## src/rtl/eeprom_host_pkg.sv

```systemverilog
// Constants, command codes and frame helpers for the serial EEPROM host
package eeprom_host_pkg;

  // ==========================================================
  // Timing
  localparam int CLK_NS = 50;
  localparam int SK_HALF_NS = 2000;
  localparam int SETUP_NS = 200;
  localparam int CS_LOW_NS = 1000;
  localparam int STATUS_NS = 1000;
  localparam int WRITE_MAX_NS = 15_000_000;
  // Least times round up, the longest one rounds down
  localparam int SK_HALF_CYC = (SK_HALF_NS + CLK_NS - 1) / CLK_NS;
  localparam int SETUP_CYC = (SETUP_NS + CLK_NS - 1) / CLK_NS;
  localparam int CS_LOW_CYC = (CS_LOW_NS + CLK_NS - 1) / CLK_NS;
  localparam int STATUS_CYC = (STATUS_NS + CLK_NS - 1) / CLK_NS;
  localparam int WRITE_MAX_CYC = WRITE_MAX_NS / CLK_NS;

  // ==========================================================
  // Frame layout
  localparam int ADDR_W = 6;
  localparam int DATA_W = 16;
  localparam int GUARD_W = 6;
  localparam int HEAD_W = 9;
  localparam int FRAME_W = HEAD_W + DATA_W;
  localparam int CNT_W = 5;
  localparam logic START_BIT = 1'h1;
  localparam logic DUMMY_BIT = 1'h0;
  localparam logic READY_BIT = 1'h1;
  localparam logic [DATA_W-1:0] NO_DATA = 16'h0000;

  // ==========================================================
  // Opcodes and special addresses
  localparam logic [1:0] OPC_READ = 2'h2;
  localparam logic [1:0] OPC_WRITE = 2'h1;
  localparam logic [1:0] OPC_SPECIAL = 2'h0;
  localparam logic [1:0] OPC_CLEAR = 2'h3;
  localparam logic [ADDR_W-1:0] SPC_UNLOCK = 6'h30;
  localparam logic [ADDR_W-1:0] SPC_BULK = 6'h10;
  localparam logic [ADDR_W-1:0] SPC_LOCK = 6'h00;
  localparam logic [ADDR_W-1:0] SPC_CLEAR = 6'h3F;
  localparam logic [ADDR_W-1:0] SPC_FREEZE = 6'h00;

  typedef enum logic [3:0] {
    OP_READ,
    OP_WRITE,
    OP_BULK_WRITE,
    OP_WRITE_UNLOCK,
    OP_WRITE_LOCK,
    OP_GUARD_READ,
    OP_GUARD_UNLOCK,
    OP_GUARD_CLEAR,
    OP_GUARD_WRITE,
    OP_GUARD_FREEZE
  } host_op_e;

  // ==========================================================
  // Decoding
  function automatic logic [HEAD_W-2:0] instr_bits(
    input host_op_e op,
    input logic [ADDR_W-1:0] addr
  );
    case (op)
      OP_READ: instr_bits = {OPC_READ, addr};
      OP_WRITE: instr_bits = {OPC_WRITE, addr};
      OP_BULK_WRITE: instr_bits = {OPC_SPECIAL, SPC_BULK};
      OP_WRITE_UNLOCK: instr_bits = {OPC_SPECIAL, SPC_UNLOCK};
      OP_GUARD_READ: instr_bits = {OPC_READ, addr};
      OP_GUARD_UNLOCK: instr_bits = {OPC_SPECIAL, SPC_UNLOCK};
      OP_GUARD_CLEAR: instr_bits = {OPC_CLEAR, SPC_CLEAR};
      OP_GUARD_WRITE: instr_bits = {OPC_WRITE, addr};
      OP_GUARD_FREEZE: instr_bits = {OPC_SPECIAL, SPC_FREEZE};
      default: instr_bits = {OPC_SPECIAL, SPC_LOCK};
    endcase
  endfunction : instr_bits

  function automatic logic has_data(input host_op_e op);
    has_data = (op == OP_WRITE) || (op == OP_BULK_WRITE);
  endfunction : has_data

  function automatic logic is_guard(input host_op_e op);
    is_guard = (op == OP_GUARD_READ) || (op == OP_GUARD_UNLOCK) ||
      (op == OP_GUARD_CLEAR) || (op == OP_GUARD_WRITE) ||
      (op == OP_GUARD_FREEZE);
  endfunction : is_guard

  function automatic logic needs_armed(input host_op_e op);
    needs_armed = (op == OP_GUARD_CLEAR) || (op == OP_GUARD_WRITE) ||
      (op == OP_GUARD_FREEZE);
  endfunction : needs_armed

  function automatic logic needs_enable(input host_op_e op);
    needs_enable = has_data(op) || needs_armed(op) ||
      (op == OP_GUARD_UNLOCK);
  endfunction : needs_enable

  function automatic logic needs_allow(input host_op_e op);
    needs_allow = needs_enable(op) || (op == OP_WRITE_UNLOCK);
  endfunction : needs_allow

  function automatic logic is_program(input host_op_e op);
    is_program = has_data(op) || needs_armed(op);
  endfunction : is_program

  function automatic logic is_read(input host_op_e op);
    is_read = (op == OP_READ) || (op == OP_GUARD_READ);
  endfunction : is_read

endpackage : eeprom_host_pkg

```

## src/rtl/bit_sync.sv

```systemverilog
// Two-stage synchroniser for one level from outside the clock domain
`timescale 1ns/1ps
module bit_sync (
  input wire logic core_clk,
  input wire logic rst_n,
  input wire logic async_in,
  output logic sync_out
);

  // ==========================================================
  // Stages
  logic meta;

  // First stage feeds only the second
  always_ff @(posedge core_clk or negedge rst_n)
  begin
    if (!rst_n)
    begin
      meta <= 1'b0;
      sync_out <= 1'b0;
    end
    else
    begin
      meta <= async_in;
      sync_out <= meta;
    end
  end

endmodule : bit_sync

```

## src/rtl/eeprom_host.sv

```systemverilog
// Host controller driving a four-wire serial EEPROM with a guard register
//
// How it works
// Data changes on the clock fall so it is steady at each rising edge.
// A read returns a leading 0 dummy bit, then 16 data bits.
// The device updates its output on the rising clock edge.
// Continued clocking streams following words without further dummy bits.
// Programming is disabled at start; unlock must come before programming.
// Programming stays enabled until a lock instruction.
// After the last write bit, select drops before the next rising edge.
// Program-allow is high while loading writes, ignored afterwards.
// Busy shows as 0 on the output, ready as 1, after reselect.
// Select stays low for the minimum time between instructions.
// Bulk write only runs while the guard register is cleared.
// Bulk write stores one pattern everywhere, with the same busy report.
// Lock blocks programming; reads always work.
// Guard-select low means the instruction targets the memory array.
// Guard read: guard-select high, dummy 0 then the stored address.
// Guard unlock needs programming enabled and both qualifiers high.
// Guard clear, write, freeze need guard unlock immediately before.
// Guard clear removes protection; qualifiers high only while loading.
// Clear and write of all ones differ on last word and bulk write.
// Words at or above the stored guard address refuse writes.
// Guard write needs a guard clear first, with both qualifiers high.
// Frame: start bit 1, two opcode bits, six address bits.
// Opcode 00 selects unlock, bulk write or lock by top address bits.
// Guard clear is 11 with 111111; guard freeze is 00 with 000000.
// Guard freeze is final; the guard register never changes again.
// Refused programming starts no write cycle and changes nothing.
// The device output floats while deselected or idle; the model drives the inverse of its last bit.
`timescale 1ns/1ps
module eeprom_host
  import eeprom_host_pkg::*;
#(
  parameter int WRITE_TIMEOUT_CYC = WRITE_MAX_CYC,
  parameter int COUNT_W = 8
) (
  input wire logic core_clk,
  input wire logic rst_n,
  input wire logic cmd_valid,
  output logic cmd_ready,
  input wire host_op_e cmd_op,
  input wire logic [ADDR_W-1:0] cmd_addr,
  input wire logic [DATA_W-1:0] cmd_data,
  input wire logic [COUNT_W-1:0] cmd_count,
  output logic rsp_valid,
  output logic [DATA_W-1:0] rsp_data,
  output logic done,
  output logic error,
  output logic select_pin,
  output logic shift_clock_pin,
  output logic serial_input_pin,
  output logic program_allow_pin,
  output logic guard_select_pin,
  input wire logic serial_output_pin
);

  localparam int TMR_W = $clog2(WRITE_TIMEOUT_CYC + 1);

  typedef enum logic [2:0] {
    S_IDLE,
    S_SETUP,
    S_SHIFT,
    S_READ,
    S_DESEL,
    S_POLL,
    S_FINISH
  } state_e;

  // ==========================================================
  // State
  state_e state;
  host_op_e op;
  logic [FRAME_W-1:0] frame;
  logic [CNT_W-1:0] bits_left;
  logic [CNT_W-1:0] seen;
  logic [COUNT_W-1:0] words_left;
  logic [DATA_W-1:0] rd_sr;
  logic [TMR_W-1:0] tmr;
  logic first_bit;
  logic poll_pending;
  logic wr_en;
  logic guard_armed;
  logic guard_cleared;
  logic dev_out_sync;

  // Device output is a pin: two stages before anything reads it
  bit_sync u_out_sync (
    .core_clk(core_clk),
    .rst_n(rst_n),
    .async_in(serial_output_pin),
    .sync_out(dev_out_sync)
  );

  // ==========================================================
  // Decoding
  wire logic fire = (state == S_IDLE) && cmd_valid;
  wire logic refuse = (needs_enable(cmd_op) && !wr_en) ||
    (needs_armed(cmd_op) && !guard_armed) ||
    (cmd_op == OP_GUARD_WRITE && !guard_cleared) ||
    (cmd_op == OP_BULK_WRITE && !guard_cleared);
  wire logic phase_end = (tmr == '0);
  wire logic last_bit = (bits_left == CNT_W'(1));
  wire logic [CNT_W-1:0] data_bits = is_guard(op) ? CNT_W'(GUARD_W) :
    CNT_W'(DATA_W);
  wire logic word_end = (seen == data_bits - CNT_W'(1));
  wire logic last_word = is_guard(op) || (words_left == COUNT_W'(1));
  wire logic [DATA_W-1:0] next_word = {rd_sr[DATA_W-2:0], dev_out_sync};
  wire logic status_valid =
    (tmr < TMR_W'(WRITE_TIMEOUT_CYC - STATUS_CYC));
  wire logic [FRAME_W-1:0] new_frame =
    {START_BIT, instr_bits(cmd_op, cmd_addr), cmd_data};
  wire logic [CNT_W-1:0] new_bits = has_data(cmd_op) ? CNT_W'(FRAME_W) :
    CNT_W'(HEAD_W);
  wire logic [COUNT_W-1:0] new_words = (cmd_count == '0) ?
    COUNT_W'(1) : cmd_count;

  assign cmd_ready = (state == S_IDLE);

  // ==========================================================
  // Host-side view of the device's write and guard state
  always_ff @(posedge core_clk or negedge rst_n)
  begin
    if (!rst_n)
    begin
      wr_en <= 1'b0;
      guard_armed <= 1'b0;
      guard_cleared <= 1'b0;
    end
    else if (fire && !refuse)
    begin
      if (cmd_op == OP_WRITE_UNLOCK)
        wr_en <= 1'b1;
      else if (cmd_op == OP_WRITE_LOCK)
        wr_en <= 1'b0;
      // Any other accepted instruction in between cancels the arming
      guard_armed <= (cmd_op == OP_GUARD_UNLOCK);
      if (cmd_op == OP_GUARD_CLEAR)
        guard_cleared <= 1'b1;
      else if (cmd_op == OP_GUARD_WRITE || cmd_op == OP_GUARD_FREEZE)
        guard_cleared <= 1'b0;
    end
  end

  // ==========================================================
  // Frame sequencer; the serial clock is divided from core_clk
  always_ff @(posedge core_clk or negedge rst_n)
  begin
    if (!rst_n)
    begin
      state <= S_IDLE;
      op <= OP_WRITE_LOCK;
      frame <= '0;
      bits_left <= '0;
      seen <= '0;
      words_left <= '0;
      rd_sr <= '0;
      tmr <= '0;
      first_bit <= 1'b0;
      poll_pending <= 1'b0;
      select_pin <= 1'b0;
      shift_clock_pin <= 1'b0;
      serial_input_pin <= 1'b0;
      program_allow_pin <= 1'b0;
      guard_select_pin <= 1'b0;
      rsp_valid <= 1'b0;
      rsp_data <= '0;
      done <= 1'b0;
      error <= 1'b0;
    end
    else
    begin
      rsp_valid <= 1'b0;
      done <= (state == S_FINISH);
      if (!phase_end)
        tmr <= tmr - TMR_W'(1);
      case (state)
        S_IDLE:
        begin
          if (fire)
          begin
            op <= cmd_op;
            error <= refuse;
            if (refuse)
              state <= S_FINISH;
            else
            begin
              frame <= new_frame;
              bits_left <= new_bits;
              words_left <= new_words;
              serial_input_pin <= START_BIT;
              program_allow_pin <= needs_allow(cmd_op);
              guard_select_pin <= is_guard(cmd_op);
              tmr <= TMR_W'(SETUP_CYC - 1);
              state <= S_SETUP;
            end
          end
        end
        S_SETUP:
        begin
          // Clock low and qualifiers settled before select rises
          if (phase_end)
          begin
            select_pin <= 1'b1;
            tmr <= TMR_W'(SK_HALF_CYC - 1);
            state <= S_SHIFT;
          end
        end
        S_SHIFT:
        begin
          if (phase_end)
          begin
            tmr <= TMR_W'(SK_HALF_CYC - 1);
            shift_clock_pin <= !shift_clock_pin;
            if (shift_clock_pin && last_bit)
            begin
              program_allow_pin <= 1'b0;
              guard_select_pin <= 1'b0;
              serial_input_pin <= 1'b0;
              if (is_read(op))
              begin
                first_bit <= 1'b1;
                seen <= '0;
                rd_sr <= '0;
                state <= S_READ;
              end
              else
              begin
                // Falling select ends the frame before another rise
                select_pin <= 1'b0;
                poll_pending <= is_program(op);
                tmr <= TMR_W'(CS_LOW_CYC - 1);
                state <= S_DESEL;
              end
            end
            else if (shift_clock_pin)
            begin
              // New bit on the fall, so it is stable at the next rise
              frame <= frame << 1;
              serial_input_pin <= frame[FRAME_W-2];
              bits_left <= bits_left - CNT_W'(1);
            end
          end
        end
        S_READ:
        begin
          if (phase_end)
          begin
            tmr <= TMR_W'(SK_HALF_CYC - 1);
            shift_clock_pin <= !shift_clock_pin;
            // Sample late in the low phase: the device moved at the rise
            if (!shift_clock_pin && first_bit)
            begin
              first_bit <= 1'b0;
              if (dev_out_sync != DUMMY_BIT)
                error <= 1'b1;
            end
            else if (!shift_clock_pin)
            begin
              rd_sr <= next_word;
              seen <= seen + CNT_W'(1);
              if (word_end)
              begin
                rsp_valid <= 1'b1;
                rsp_data <= next_word;
                seen <= '0;
                rd_sr <= '0;
                words_left <= words_left - COUNT_W'(1);
                if (last_word)
                begin
                  shift_clock_pin <= 1'b0;
                  select_pin <= 1'b0;
                  poll_pending <= 1'b0;
                  tmr <= TMR_W'(CS_LOW_CYC - 1);
                  state <= S_DESEL;
                end
              end
            end
          end
        end
        S_DESEL:
        begin
          if (phase_end && poll_pending)
          begin
            select_pin <= 1'b1;
            tmr <= TMR_W'(WRITE_TIMEOUT_CYC - 1);
            state <= S_POLL;
          end
          else if (phase_end)
            state <= S_FINISH;
        end
        S_POLL:
        begin
          // Timeout bounds the wait if ready never appears
          if ((status_valid && dev_out_sync == READY_BIT) || phase_end)
          begin
            error <= error || (dev_out_sync != READY_BIT);
            select_pin <= 1'b0;
            poll_pending <= 1'b0;
            tmr <= TMR_W'(CS_LOW_CYC - 1);
            state <= S_DESEL;
          end
        end
        default:
          state <= S_IDLE;
      endcase
    end
  end

  // ==========================================================
  // Checks
  logic [CNT_W-1:0] low_cnt;

  always_ff @(posedge core_clk or negedge rst_n)
  begin
    if (!rst_n)
      low_cnt <= CNT_W'(CS_LOW_CYC);
    else if (select_pin)
      low_cnt <= '0;
    else if (low_cnt < CNT_W'(CS_LOW_CYC))
      low_cnt <= low_cnt + CNT_W'(1);
  end
endmodule : eeprom_host

```

## config.mk

```make
export PLATFORM = sky130hd
export DESIGN_NAME = eeprom_host
export DESIGN_NICKNAME = d
export VERILOG_FILES = /design/src/rtl/eeprom_host_pkg.sv /design/src/rtl/bit_sync.sv /design/src/rtl/eeprom_host.sv
export SDC_FILE = /design/constraint.sdc
export NUM_CORES = 1
export LEC_CHECK = 0
export ABC_AREA = 1
export ABC_CLOCK_PERIOD_IN_PS = 2600
export BUFFER_PORTS_ARGS = -buffer_cell sky130_fd_sc_hd__buf_2
export CORE_MARGIN = 2
export CORE_UTILIZATION = 60
export CTS_CLUSTER_SIZE = 25
export DETAILED_ROUTE_END_ITERATION = 10
export PLACE_DENSITY = 0.81
export SLEW_MARGIN = 40
export SYNTH_ARGS = -nofsm -noshare
export SYNTH_HDL_FRONTEND = slang
export SYNTH_SLANG_ARGS = --single-unit
```

## constraint.sdc

```tcl
create_clock -name core_clk -period 2.6 [get_ports core_clk]
set_input_delay 0.39 -clock core_clk [delete_from_list [all_inputs] [get_ports core_clk]]
set_output_delay 0.39 -clock core_clk [all_outputs]
set_load 0.02 [all_outputs]
```

==> flow_results.org <==
** Run status
- Status :: finished clean

** Critical path
- The number of buffers and inverters on the critical path is 3.
- For the worst setup path, the data arrival time is 2.76 ns.
- Slowest cell on crit path :: sky130_fd_sc_hd__dfrtp_1
- In this design, the stage delay of the slowest critical-path cell is 0.41 ns.
- Critical path's most frequent cell :: sky130_fd_sc_hd__nand2_4
- Crit path max-delay family :: simple AND/OR/NAND/NOR gates
- Data on the critical path is required at its endpoint by 3.04 ns.
- The worst setup path is of the reg2reg kind.
- Traced cell by cell, the critical path runs through inv_1 -> ha_2 -> nand2_4 -> nor2_8 -> nand3_4 -> nand2_4 -> inv_4 -> nor2_4 -> nand2_4 -> clkinv_4 -> nand2_4 -> o22ai_1.
- Worst Setup Start Kind :: register
- The worst setup path is captured at a register.
- Critical Path Fanout Max :: 19

** Clock tree
- The clock drives 114 sinks.
- The number of setup buffers added after CTS is 0.
- The longest clock path from root to sink contains 2 buffers.
- The cell sitting at the root of the clock tree is a sky130_fd_sc_hd__clkbuf_8.
- The H-tree generated during clock tree synthesis spans 4 levels.
- For the worst-skew pair, the clock arrives at the later sink with an insertion delay of 0.53 ns.
- TritonCTS built the clock tree.
- Counting the buffers created by CTS gives 17.
- Clock edge transition at the registers on the reported setup and hold paths :: 0.06 ns

** Floorplan
- The core region is around 11000 um2.
- In this run the horizontal extent of the chip is 109.3 um.
- The die is 109.3 um tall.
- Num rows :: 38
- IO Pins :: 63
- The floorplan step defined a die boundary enclosing 11950 um2.
- Effective utilization at floorplan :: 61.38%

** Placement
- After detailed placement, the total cell area comes to 7148 um2.
- Count of input and output buffers :: 62
- Detailed-placement wirelength estimate :: between 10 and 15 mm
- Post-placement setup slack :: 0.2277 ns
- Including well taps, the total number of placed cells is 1066.
- The congestion estimate from routability-driven global placement came to 0.9452.

** Drt
- After detailed routing, the average wire length per cell comes to 14.10 um.
- Ratio of routed vias to standard cells :: between 5 and 6
- Number of DRC markers after the initial detailed-route iteration :: just under 400
- DR pass1 iterations :: 5
- Summing over every cut layer, the via total after detailed routing is 5992.
- After detailed routing, the number of remaining DRC violations is 0.
- The detail route stage leaves a number of antenna-violating nets equal to 0.
- Routed WL :: 15.51 mm

** Power
- Across the VDD grid, the largest voltage drop is 0.7663 mV.
- Summed over all cells, the static leakage comes to between 4 and 5 nW.
- Sequential cells account for between 20 and 30% of the total power.
- In this run switching power makes up 44.42% of total power.
- Share of total power in the clock network :: 24.2%
- The design draws a little over 9 mW.
- Of the total power, combinational logic draws 46.1%.
- Power per Cell Area :: 1197 nW/um2
- P_sw :: 4.120 mW
- Cell-internal power :: 5.155 mW

** Global routing
- The first global-routing pass estimated around 26 mm of wire.
- Entering global routing, the biggest net connects 73 pins.
- Initial antenna violation count :: 0
- Across every metal layer, demand over resource in global routing totals 27.87%.
- The number of global-route vias before repair is between 5000 and 6000.
- After global routing the overflow that remains totals 0.

** STA
- Post-route minimum period :: around 2.3 ns
- Transition time at the pin with the least slew margin :: just over 0.5 ns
- The number of failing hold endpoints at the final stage is 0.
- The worst path meets setup with 0.2862 ns of slack.
- Setup repair after global routing left no endpoint under its margin.
- Clock skew on the completed layout was measured at 0.01085 ns.
- Summed negative setup slack over all endpoints :: 0 ns
- Tightest slew margin relative to the limit :: 66.02%
- Of the available clock period, the critical path in the final layout requires 88.99%.
- Setup violations remaining at the end of the flow were counted as 0.
- The number of max-slew violations in the final report is 0.
- Timing would allow up to 432.2 MHz.
- Hold timing on the final database bottoms out at a slack of 0.09863 ns.

** Layout
- The filler cells instantiated in the layout total 916.
- Proportion of layout cells with a drive suffix above 1 :: between 10% and 20%
- Measured on the finished design, the core utilization comes to around 71%.
- Final Cell Area :: between 7000 and 8000 um2
- Post-Layout Cell Count :: 1100
- Area growth, synth to finish :: 16.40%
- Count of antenna diodes in the layout :: 0
- At the end of the flow, the number of nets in the layout was 993.

** Synthesis
- Number of distinct library cells after synthesis :: 47
- The number of nets in the synthesized netlist is 918.
- The share of the Yosys chip area taken by registers is 42.89%.
- Counting every instance in the synthesized netlist gives 872.
- In this run the mean area of a mapped cell was 7.631 um2.
- Yosys mapped a number of flops with a built-in enable equal to 0.
- Counting flops with an async set or reset pin after synthesis yields a share of between 90% and 100%.
- Mapped cell area :: roughly 6700 um2
- In the synthesized netlist the dominant register cell turns out to be sky130_fd_sc_hd__dfrtp_1.
- Number of warnings issued by yosys :: 0
- Number of flip-flops and latches in the synthesized netlist :: ~110

** Worst hold path
- HP Class :: in2reg

** Run
- Max-cap violations in this run came to 0.
-- power groups by stage --
stage          Sequential, mW  Combinational, mW  Clock [mW]
6_report                 2.76               4.28        2.24
5_1_grt                  2.82               4.85        2.35
4_1_cts                  2.75               4.24        2.26
3_5_place_dp             2.76               4.20           0
3_3_place_gp             2.76               4.13           0
2_1_floorplan            2.71               3.28           0
-- path summary, 6_finish.rpt --
kind                                      start             endpoint  slack (ns)  cells after the start
worst max-delay path                     tmr[0]             rd_sr[3]        0.29                     12
worst min-delay path                cmd_data[0]             frame[0]         0.1                      3
worst max register to register           tmr[0]             rd_sr[3]        0.29                     12
worst min register to register  u_out_sync.meta  u_out_sync.sync_out        0.35                      0
max in group asynchronous                 rst_n                op[2]        1.48                      3
min in group asynchronous                 rst_n            frame[13]        0.37                      2
-- worst min-delay path: stages --
cell and delay, ns:
sky130_fd_sc_hd__buf_2 0.09, sky130_fd_sc_hd__inv_1 0.04, sky130_fd_sc_hd__o21ai_1 0.06
-- synthesized netlist by cell type, types with 5 or more instances --
cell                         n  area, um2
sky130_fd_sc_hd__o31ai_1     5      37.54
sky130_fd_sc_hd__o211ai_1    5      37.54
sky130_fd_sc_hd__or2_2       5      31.28
sky130_fd_sc_hd__nand3_1    49      245.2
sky130_fd_sc_hd__buf_2       8      40.04
sky130_fd_sc_hd__nand4_1    14      87.58
sky130_fd_sc_hd__o22ai_2    10      125.1
sky130_fd_sc_hd__clkbuf_1    9      33.78
sky130_fd_sc_hd__nand2_1   236      885.9
sky130_fd_sc_hd__nand2_4     5      56.30
sky130_fd_sc_hd__nor2_1     83      311.6
sky130_fd_sc_hd__nor2_2      8      50.05
sky130_fd_sc_hd__mux2i_1    17      170.2
sky130_fd_sc_hd__ha_1        8      100.1
sky130_fd_sc_hd__nor3_1     11      55.05
sky130_fd_sc_hd__o21ai_1    32      160.2
sky130_fd_sc_hd__dfrtp_1   113       2828
sky130_fd_sc_hd__inv_1      93      349.1
sky130_fd_sc_hd__o22ai_1     9      56.30
sky130_fd_sc_hd__o21ai_0    55      275.3
sky130_fd_sc_hd__a21oi_1    37      185.2
sky130_fd_sc_hd__nor2_4      5      56.30
sky130_fd_sc_hd__xor2_1     11      96.34
-- state kept, by name, indices dropped and copies added, names as in the netlist, 3 cells and up --
| name | flops |
|---|---|
| bits_left | 5 |
| frame | 24 |
| op | 4 |
| rd_sr | 15 |
| rsp_data | 16 |
| seen | 5 |
| state | 3 |
| tmr | 19 |
| words_left | 8 |
-- area by class of cell --
cell class	count	area (um2)	area share, %
Inverter	100	384.1	4.960
Tap cell	140	175.2	2.262
Sequential cell	114	2854	36.85
Multi-Input combinational cell	634	3292	42.50
Timing Repair Buffer	80	465.4	6.010
Clock buffer	18	417.9	5.396
Clock inverter	14	156.4	2.019
-- cell usage in the layout, fill, tap and decap left out, types with 11 or more instances in the layout --
master                      count
sky130_fd_sc_hd__xor2_1        11
sky130_fd_sc_hd__nand4_1       14
sky130_fd_sc_hd__clkbuf_16     16
sky130_fd_sc_hd__inv_1         93
sky130_fd_sc_hd__a21oi_1       37
sky130_fd_sc_hd__o21ai_1       32
sky130_fd_sc_hd__buf_2         61
sky130_fd_sc_hd__nand3_1       49
sky130_fd_sc_hd__o21ai_0       55
sky130_fd_sc_hd__dfrtp_1      113
sky130_fd_sc_hd__nand2_1      236
sky130_fd_sc_hd__mux2i_1       17
sky130_fd_sc_hd__nor3_1        11
sky130_fd_sc_hd__buf_4         16
sky130_fd_sc_hd__nor2_1        83
-- what timing repair did --
action | 4_1_cts | 5_1_grt
resized for setup | 0 | 1
hold endpoints to repair | 39 | 0
setup endpoints to repair | 0 | 1
hold buffers | 2 | 0
-- cells by family (layout without fill, tap and decap cells) --
kind of cell / count (synthesis) / count (layout) / synth area share (%)
XOR/XNOR: 14 / 14 / 1.843
AND/OR/NAND/NOR: 431 / 431 / 29.09
multiplexers: 17 / 17 / 2.557
AO/OA/AOI/OAI: 164 / 164 / 14.44
buffers and inverters: 124 / 212 / 7.672
flip-flops: 114 / 114 / 42.89
adder cells (fa/ha/maj): 8 / 8 / 1.504
-- per-layer routing --
| metal | vias to the layer above | share of wire, % | track usage (%) |
|---|---|---|---|
| met1 | 2798 | 47 | 39.61 |
| met5 | - | 0 | 0 |
| met4 | 0 | 1.2 | 8.680 |
| li1 | 3004 | - | - |
| met3 | 20 | 5.6 | 5.750 |
| met2 | 170 | 47 | 43.17 |
(Power assumes the default switching activity.)
